## src/logic/adc_regmap_pkg.sv

```systemverilog
/*
 * register map constants, field layout and carrier types for the
 * dual-channel converter configuration bank.
 * assumes a serial front end that turns frames into byte-wide requests.
 */
package adc_regmap_pkg;

    // register offsets
    localparam logic [7:0] ADDR_PORT_CFG = 8'h00;
    localparam logic [7:0] ADDR_PART_ID = 8'h01;
    localparam logic [7:0] ADDR_SPEED_GRADE = 8'h02;
    localparam logic [7:0] ADDR_CH_SEL = 8'h05;
    localparam logic [7:0] ADDR_POWER_MODE = 8'h08;
    localparam logic [7:0] ADDR_CLOCK_COND = 8'h09;
    localparam logic [7:0] ADDR_CLOCK_DIV = 8'h0B;
    localparam logic [7:0] ADDR_COMMIT = 8'hFF;

    // reset values
    localparam logic [7:0] RST_PORT_CFG = 8'h18;
    localparam logic [7:0] RST_CH_SEL = 8'h03;
    localparam logic [7:0] RST_POWER_MODE = 8'h00;
    localparam logic [7:0] RST_CLOCK_COND = 8'h01;
    localparam logic [7:0] RST_CLOCK_DIV = 8'h00;
    localparam logic [7:0] RST_COMMIT = 8'h00;
    localparam logic [7:0] READ_UNMAPPED = 8'h00;

    // port configuration fields, mirrored nibbles
    localparam int PC_LSB_FIRST_HI = 6;
    localparam int PC_LSB_FIRST_LO = 1;
    localparam int PC_SOFT_RST_HI = 5;
    localparam int PC_SOFT_RST_LO = 2;
    localparam logic [7:0] PC_FIXED_ONES = 8'h18;

    // implemented bits of the function registers
    localparam logic [7:0] POWER_MODE_MASK = 8'h23;
    localparam int POWER_PIN_FN_BIT = 5;
    localparam logic [7:0] CLOCK_COND_MASK = 8'h01;
    localparam int DCS_ENABLE_BIT = 0;
    localparam logic [7:0] CLOCK_DIV_MASK = 8'h07;
    localparam int CLOCK_DIV_WIDTH = 3;
    localparam int COMMIT_BIT = 0;
    localparam int SPEED_GRADE_LSB = 4;

    // channel select register width limit
    localparam int CH_SEL_MAX = 8;

    // internal power-down mode field
    typedef enum logic [1:0] {
        PM_NORMAL,
        PM_POWERDOWN,
        PM_STANDBY,
        PM_DIGITAL_RESET
    } power_mode_t;

    // one register request from the serial front end
    typedef struct packed {
        logic wr;
        logic rd;
        logic [7:0] addr;
        logic [7:0] data;
    } reg_req_t;

endpackage : adc_regmap_pkg

```

## src/logic/buffered_reg.sv

```systemverilog
/*
 * master/active register pair: software writes the master copy, a commit
 * pulse moves it into the active copy that steers the converter.
 * assumes a synchronous reload input that covers power-on and soft reset.
 */
`timescale 1ns/10ps
module buffered_reg #(
    parameter int WIDTH = 8,
    parameter logic [WIDTH-1:0] RESET_VALUE = '0
) (
    input wire logic ref_clk_i,
    input wire logic reload_i,
    input wire logic write_i,
    input wire logic [WIDTH-1:0] wdata_i,
    input wire logic commit_i,
    output logic [WIDTH-1:0] master_o,
    output logic [WIDTH-1:0] active_o
);

    // master copy, what reads return
    always_ff @(posedge ref_clk_i) begin
        if (reload_i) begin
            master_o <= RESET_VALUE;
        end else if (write_i) begin
            master_o <= wdata_i;
        end
    end

    // active copy, only moves on commit or reload
    always_ff @(posedge ref_clk_i) begin
        if (reload_i) begin
            active_o <= RESET_VALUE;
        end else if (commit_i) begin
            active_o <= master_o;
        end
    end

endmodule : buffered_reg

```

## src/logic/dual_adc_register_map.sv

```systemverilog
/*
 * configuration register bank of a dual-channel converter: port setup,
 * identification, channel select, commit and the power, stabilizer and
 * clock divider function registers, with per-channel local copies.
 * assumes a serial front end that delivers one byte request per cycle
 * on req_i and honours lsb_first_o when shifting.
 */
// Summary of operation
// - any reset reloads documented defaults
// - local registers duplicated per channel, select-steered
// - both selects set writes both copies
// - both selects set reads channel A copy
// - channel select resets to 0x03
// - global registers hold one shared copy
// - port config mirrored, fixed ones, reset 0x18
// - commit bit moves master into active
// - power mode field and pin function
// - stabilizer enable bit, resets enabled
// - divider ratio is field plus one
`timescale 1ns/10ps
module dual_adc_register_map import adc_regmap_pkg::*; #(
    parameter int NUM_CHANNELS = 2,
    parameter logic [7:0] PART_ID = 8'h5A, // arbitrary value
    parameter logic [2:0] SPEED_GRADE = 3'h1 // arbitrary value
) (
    input wire logic ref_clk_i,
    input wire logic rstn_i,
    input wire reg_req_t req_i,
    input wire logic external_powerdown_pin_i,
    output logic [7:0] rd_data_o,
    output logic rd_valid_o,
    output logic lsb_first_o,
    output logic stabilizer_en_o,
    output logic [CLOCK_DIV_WIDTH:0] clk_div_ratio_o,
    output logic [NUM_CHANNELS-1:0] powerdown_o,
    output logic [NUM_CHANNELS-1:0] standby_o,
    output logic [NUM_CHANNELS-1:0] digital_reset_o
);

    // refuse channel counts the select register cannot address
    if (NUM_CHANNELS < 1 || NUM_CHANNELS > CH_SEL_MAX) begin : g_bad_channels
        $error("channel count outside select register range");
    end

    // lowest selected channel wins a local read
    function automatic int first_channel(input logic [NUM_CHANNELS-1:0] sel);
        int idx;
        idx = 0;
        for (int i = NUM_CHANNELS - 1; i >= 0; i--) begin
            if (sel[i]) begin
                idx = i;
            end
        end
        return idx;
    endfunction : first_channel

    // write strobe for one address
    function automatic logic write_to(input reg_req_t req, input logic [7:0] addr);
        return req.wr && (req.addr == addr);
    endfunction : write_to

    logic soft_reset_pulse; // one-cycle soft reset pulse
    logic reload; // power-on or soft reset
    logic [NUM_CHANNELS-1:0] ch_sel; // channel select bits
    logic commit_pending; // pending commit, self-clearing
    logic [7:0] pm_master [NUM_CHANNELS]; // per-channel power master
    logic [7:0] pm_active [NUM_CHANNELS]; // per-channel power active
    logic [7:0] clk_master; // shared clock conditioning
    logic [7:0] clk_active;
    logic [7:0] div_master; // shared divider
    logic [7:0] div_active;
    logic [7:0] next_rd_data; // read mux result

    // both reset sources reload defaults
    assign reload = !rstn_i || soft_reset_pulse;

    // soft reset, either mirrored bit, self-clears
    always_ff @(posedge ref_clk_i) begin
        if (!rstn_i) begin
            soft_reset_pulse <= 1'b0;
        end else begin
            soft_reset_pulse <= write_to(req_i, ADDR_PORT_CFG) &&
                (req_i.data[PC_SOFT_RST_HI] || req_i.data[PC_SOFT_RST_LO]);
        end
    end

    // bit order, either mirrored bit counts
    always_ff @(posedge ref_clk_i) begin
        if (reload) begin
            lsb_first_o <= RST_PORT_CFG[PC_LSB_FIRST_LO];
        end else if (write_to(req_i, ADDR_PORT_CFG)) begin
            lsb_first_o <= req_i.data[PC_LSB_FIRST_HI] || req_i.data[PC_LSB_FIRST_LO];
        end
    end

    // channel select, reset to both channels
    always_ff @(posedge ref_clk_i) begin
        if (reload) begin
            ch_sel <= RST_CH_SEL[NUM_CHANNELS-1:0];
        end else if (write_to(req_i, ADDR_CH_SEL)) begin
            ch_sel <= req_i.data[NUM_CHANNELS-1:0];
        end
    end

    // commit flag: a new set wins over the self-clear
    always_ff @(posedge ref_clk_i) begin
        if (reload) begin
            commit_pending <= RST_COMMIT[COMMIT_BIT];
        end else if (write_to(req_i, ADDR_COMMIT) && req_i.data[COMMIT_BIT]) begin
            commit_pending <= 1'b1;
        end else if (commit_pending) begin
            commit_pending <= 1'b0;
        end
    end

    // per-channel local power mode copies
    for (genvar ch = 0; ch < NUM_CHANNELS; ch++) begin : g_channel
        logic [$bits(power_mode_t)-1:0] mode_field; // active internal mode
        logic pin_to_standby; // active pin function

        assign mode_field = pm_active[ch][$bits(power_mode_t)-1:0];
        assign pin_to_standby = pm_active[ch][POWER_PIN_FN_BIT];

        // write only when this channel is selected
        buffered_reg #(
            .WIDTH(8),
            .RESET_VALUE(RST_POWER_MODE)
        ) u_power_mode (
            .ref_clk_i(ref_clk_i),
            .reload_i(reload),
            .write_i(write_to(req_i, ADDR_POWER_MODE) && ch_sel[ch]),
            .wdata_i(req_i.data & POWER_MODE_MASK),
            .commit_i(commit_pending),
            .master_o(pm_master[ch]),
            .active_o(pm_active[ch])
        );

        // decode mode field and pin function into controls
        always_ff @(posedge ref_clk_i) begin
            if (!rstn_i) begin
                powerdown_o[ch] <= 1'b0;
                standby_o[ch] <= 1'b0;
                digital_reset_o[ch] <= 1'b0;
            end else begin
                powerdown_o[ch] <= 1'b0;
                standby_o[ch] <= 1'b0;
                digital_reset_o[ch] <= 1'b0;
                unique case (power_mode_t'(mode_field))
                    PM_NORMAL: begin
                        powerdown_o[ch] <= external_powerdown_pin_i && !pin_to_standby;
                        standby_o[ch] <= external_powerdown_pin_i && pin_to_standby;
                    end
                    PM_POWERDOWN: begin
                        powerdown_o[ch] <= 1'b1;
                    end
                    PM_STANDBY: begin
                        standby_o[ch] <= 1'b1;
                    end
                    PM_DIGITAL_RESET: begin
                        digital_reset_o[ch] <= 1'b1;
                    end
                endcase
            end
        end
    end

    // shared clock conditioning register
    buffered_reg #(
        .WIDTH(8),
        .RESET_VALUE(RST_CLOCK_COND)
    ) u_clock_cond (
        .ref_clk_i(ref_clk_i),
        .reload_i(reload),
        .write_i(write_to(req_i, ADDR_CLOCK_COND)),
        .wdata_i(req_i.data & CLOCK_COND_MASK),
        .commit_i(commit_pending),
        .master_o(clk_master),
        .active_o(clk_active)
    );

    // shared clock divider register
    buffered_reg #(
        .WIDTH(8),
        .RESET_VALUE(RST_CLOCK_DIV)
    ) u_clock_div (
        .ref_clk_i(ref_clk_i),
        .reload_i(reload),
        .write_i(write_to(req_i, ADDR_CLOCK_DIV)),
        .wdata_i(req_i.data & CLOCK_DIV_MASK),
        .commit_i(commit_pending),
        .master_o(div_master),
        .active_o(div_active)
    );

    // stabilizer enable and divide ratio from active copies
    always_ff @(posedge ref_clk_i) begin
        if (!rstn_i) begin
            stabilizer_en_o <= RST_CLOCK_COND[DCS_ENABLE_BIT];
            clk_div_ratio_o <= (CLOCK_DIV_WIDTH + 1)'(RST_CLOCK_DIV[CLOCK_DIV_WIDTH-1:0]) + 1'b1;
        end else begin
            stabilizer_en_o <= clk_active[DCS_ENABLE_BIT];
            clk_div_ratio_o <= {1'b0, div_active[CLOCK_DIV_WIDTH-1:0]} + 1'b1;
        end
    end

    // read mux, open addresses read as zero
    always_comb begin
        next_rd_data = READ_UNMAPPED;
        case (req_i.addr)
            ADDR_PORT_CFG: begin
                next_rd_data = PC_FIXED_ONES;
                next_rd_data[PC_LSB_FIRST_HI] = lsb_first_o;
                next_rd_data[PC_LSB_FIRST_LO] = lsb_first_o;
            end
            ADDR_PART_ID: begin
                next_rd_data = PART_ID;
            end
            ADDR_SPEED_GRADE: begin
                next_rd_data[SPEED_GRADE_LSB +: $bits(SPEED_GRADE)] = SPEED_GRADE;
            end
            ADDR_CH_SEL: begin
                next_rd_data[NUM_CHANNELS-1:0] = ch_sel;
            end
            ADDR_POWER_MODE: begin
                next_rd_data = pm_master[first_channel(ch_sel)];
            end
            ADDR_CLOCK_COND: begin
                next_rd_data = clk_master;
            end
            ADDR_CLOCK_DIV: begin
                next_rd_data = div_master;
            end
            ADDR_COMMIT: begin
                next_rd_data[COMMIT_BIT] = commit_pending;
            end
            default: begin
                next_rd_data = READ_UNMAPPED;
            end
        endcase
    end

    // registered read answer, one cycle after the request
    always_ff @(posedge ref_clk_i) begin
        if (reload) begin
            rd_data_o <= READ_UNMAPPED;
            rd_valid_o <= 1'b0;
        end else begin
            rd_data_o <= req_i.rd ? next_rd_data : rd_data_o;
            rd_valid_o <= req_i.rd;
        end
    end
endmodule : dual_adc_register_map

```

## config.mk

```make
export PLATFORM = sky130hd
export DESIGN_NAME = dual_adc_register_map
export DESIGN_NICKNAME = d
export VERILOG_FILES = /design/src/logic/adc_regmap_pkg.sv /design/src/logic/buffered_reg.sv /design/src/logic/dual_adc_register_map.sv
export SDC_FILE = /design/constraint.sdc
export NUM_CORES = 1
export LEC_CHECK = 0
export BUFFER_PORTS_ARGS = -buffer_cell sky130_fd_sc_hd__buf_2
export CAP_MARGIN = 15
export CORE_MARGIN = 1.5
export CORE_UTILIZATION = 35
export CTS_BUF_LIST = sky130_fd_sc_hd__clkbuf_8
export DETAILED_ROUTE_END_ITERATION = 16
export SYNTH_ARGS = -nofsm -noshare
export SYNTH_HDL_FRONTEND = slang
export SYNTH_SLANG_ARGS = --single-unit
```

## constraint.sdc

```tcl
create_clock -name ref_clk_i -period 2.4 [get_ports ref_clk_i]
set_input_delay 0.24 -clock ref_clk_i [delete_from_list [all_inputs] [get_ports ref_clk_i]]
set_output_delay 0.24 -clock ref_clk_i [all_outputs]
set_load 0.05 [all_outputs]
```

==> summary.md <==
| Metric | Value |
|---|---|
| Number of global-route vias before repair | `1141` |
| RSZ-0062 raised after global routing | `no` |
| Setup_tns | `0 ns` |
| Post-CTS sizing | `0` |
| CP startpoint | `req_i[13]` |
| Crit start category | `input pin` |
| Port Buf Inserts | `37` |
| FMAX | `604 MHz` |
| DR WL/cell | `12.3 um` |
| Most common cell after layout, fill and taps aside | `dfxtp_1` |
| Starting Density | `36.2%` |
| Period utilisation layout | `68.9%` |
| Leakage power | `0.886 nW` |
| Worst reg2reg path startpoint | `ch_sel[1]` |
| R2r endpoint | `rd_data_o[1]` |
| Net Sw Power | `312 uW` |
| Clk pin slew, worst setup/hold paths | `0.08 ns` |
| Largest net degree at the start of global routing | `25` |
| CTS tree | `yes` |
| IO Count | `42` |
| Power Dens Cells | `670 mW/mm^2` |
| WP data required | `2.56 ns` |
| Placer Congestion | `0.728` |
| Total power | `1.37 mW` |
| Die height | `72.9 um` |
| Actual slew at the worst max-slew pin | `0.881 ns` |
| Syn Inst Count | `176` |
| Hpwl dp | `2.49 mm` |
| Clock power frac | `40.5%` |
| Final WL | `3.45 mm` |
| Setup bufs post-CTS | `0` |
| Synth-to-layout area growth | `20.0%` |
| Mean area per synthesized cell | `9.73 um^2` |
| Tot GR Track Use | `14.3%` |
| CP endpoint kind | `flop` |
| Crit path max fanout | `8` |
| GR Overflow Total | `0` |
| Commonest non-fill, non-tap cells in the layout | `dfxtp_1 (44), buf_2 (37), nor2_1 (22), mux2i_1 (22), nand2_1 (11)` |
| Worst path cell trace | `buf_2 > or4_4 > nor3b_4 > nand4_1 > mux2i_1 > nor2_1` |
| Share of cells above drive strength 1 | `23.0%` |
| Slowest cell delay on critical path | `0.56 ns` |
| Final Hold Vio Count | `0` |
| Fin nets | `234` |
| Clock tree sinks | `44` |
| Pins Over Slew Limit | `0` |
| Slew margin rel. | `41.2%` |
| CTS Hold Buffers Added | `0` |
| #FFs+latches synth | `44` |
| H-tree levels | `2` |
| Type of the worst min-delay path | `input pin to flop` |
| Core area | `0.00472 mm^2` |
| Combinational power share | `6.0%` |
| Die area | `0.00532 mm^2` |
| Yosys warnings | `0` |
| Status | `complete, no violations` |
| Synth top area share | `51.5%` |
| Critical path class | `input pin to flop` |
| Site row count | `25` |
| Unique masters post-synth | `32` |
| Vias per cell | `4.84` |
| Worst hold slack | `0.203 ns` |
| Synthesized area | `0.00171 mm^2` |
| Initial DRC count | `76` |
| Synth area leader | `dfxtp_1` |
| Hold_sp | `req_i[2]` |
| Reg-to-reg slack, setup | `0.85 ns` |
| Peak VDD IR | `0.217 mV` |
| Number of fill cells | `482` |
| Worst Reg-to-Reg Cells | `5` |
| Root Driver | `clkbuf_8` |
| Antenna violations before repair | `0` |
| Sw frac | `22.7%` |
| First-pass GRT wire length | `5.58 mm` |
| DRC viols | `0` |
| Largest cells by area after synthesis | `dfxtp_1 (51%), mux2i_1 (13%), nor2_1 (4.8%)` |
| Slowest cell on crit path | `or4_4` |
| Hold endpoint | `u_clock_div.master_o[2]` |
| Sequential Power Share | `53.5%` |
| Hold-critical path depth | `3` |
| Die X | `72.9 um` |
| Vias post-DR | `1355` |
| Clock Skews | `0.00314 ns` |
| Final ANT Viol Nets | `0` |
| Period minus WS final | `1.65 ns` |
| Maximum buffer depth of the clock tree | `2` |
| TritonCTS Buffers | `5` |
| Register area share after synthesis | `51.5%` |
| Total iterations of the first detailed-routing run | `4` |
| Mapped Nets | `198` |
| MaxCap Viol Count | `0` |
| Worst skew pair latency | `0.30 ns` |
| Worst Path Arrival | `1.81 ns` |
| ANT cells | `0` |
| Final count of negative-setup-slack endpoints | `0` |
| Internal Pwr Total | `1.06 mW` |
metrics by stage:
step | setup WS (ns) | utilization, % | cells | cell area (um^2)
after floorplan | 0.722 | - | 176 | 1710
after global placement | 0.427 | 41.2 | 272 | 1950
after detailed placement | 0.428 | 41.2 | 272 | 1950
after CTS | 0.752 | 43.5 | 280 | 2050
after global routing | 0.667 | 43.5 | 280 | 2050
final | 0.746 | 43.5 | 280 | 2050
per-layer routing:
metal	vias to the layer above	global-route usage (%)	part of all wire, %
met2	38	19.9	45
li1	689	-	-
met1	620	19.1	47
met3	8	3.73	5.2
met5	-	0	0
met4	0	10.1	3.0
power by group through the flow:
stage	Sequential, mW	Combinational (mW)	Clock, mW
2_1_floorplan	0.769	0.0344	0
3_3_place_gp	0.753	0.0827	0
3_5_place_dp	0.753	0.0822	0
4_1_cts	0.736	0.0823	0.574
5_1_grt	0.736	0.0888	0.609
6_report	0.735	0.0818	0.557
logic make-up (layout without fill, tap and decap cells):
family                     after synthesis  after routing  synth area share [%]
and+or+nand+nor                         75             75                  23.5
DFF                                     44             44                  51.5
muxes                                   24             24                  14.2
AOI/OAI and AO/OA                       20             20                  6.94
buffers and inverters                   10             47                  2.49
adders and majority gates                1              1                 0.731
other                                    1              1                 0.219
xor gates and xnor gates                 1              1                 0.512
critical path: cells and delay by family:
family	cells	cell delay, ns
buffers and inverters	1	0.10
and+or+nand+nor	4	1.25
muxes	1	0.21
worst max-delay path by stage:
stage | endpoint | slack (ns) | cells past startpoint
2_1_floorplan | g_channel[0].u_power_mode.master_o[0] | 0.72 | 5
3_3_place_gp | g_channel[0].u_power_mode.master_o[1] | 0.43 | 6
3_5_place_dp | g_channel[0].u_power_mode.master_o[1] | 0.43 | 6
4_1_cts | g_channel[1].u_power_mode.master_o[0] | 0.75 | 6
5_1_grt | g_channel[1].u_power_mode.master_o[0] | 0.67 | 6
6_report | g_channel[1].u_power_mode.master_o[0] | 0.75 | 6
synthesized netlist by cell type:
library cell	count
a21oi_1	8
a22o_1	2
a22oi_1	1
a31oi_1	2
a41oi_1	1
and2_1	4
and3_1	2
and4_1	1
and4bb_2	1
buf_2	1
buf_4	1
clkbuf_1	6
conb_1	1
dfxtp_1	44
ha_1	1
inv_1	2
mux2_2	2
mux2i_1	22
nand2_1	11
nand2b_1	6
nand3_1	8
nand4_1	5
nor2_1	22
nor2b_1	3
nor3_1	5
nor3b_1	4
nor3b_4	1
nor4_1	1
o211ai_1	1
o21ai_0	5
or4_4	1
xor2_1	1
state kept, by name, indices dropped and copies added, names as in the netlist:
signal	cells
ch_sel	2
clk_div_ratio_o	4
commit_pending	1
digital_reset_o	2
g_channel.u_power_mode.active_o	6
g_channel.u_power_mode.master_o	6
lsb_first_o	1
powerdown_o	2
rd_data_o	7
rd_valid_o	1
soft_reset_pulse	1
stabilizer_en_o	1
standby_o	2
u_clock_cond.active_o	1
u_clock_cond.master_o	1
u_clock_div.active_o	3
u_clock_div.master_o	3
layout make-up:
type | count | area (um^2) | area share (%)
flip-flops and latches | 44 | 881 | 42.9
multi-input cells | 122 | 788 | 38.4
clock buffers | 5 | 68.8 | 3.35
inverters | 2 | 7.51 | 0.366
repair buffers | 37 | 185 | 9.02
well taps | 67 | 83.8 | 4.08
clock inverters | 3 | 38.8 | 1.89
Power figures use the tool's default switching activity.
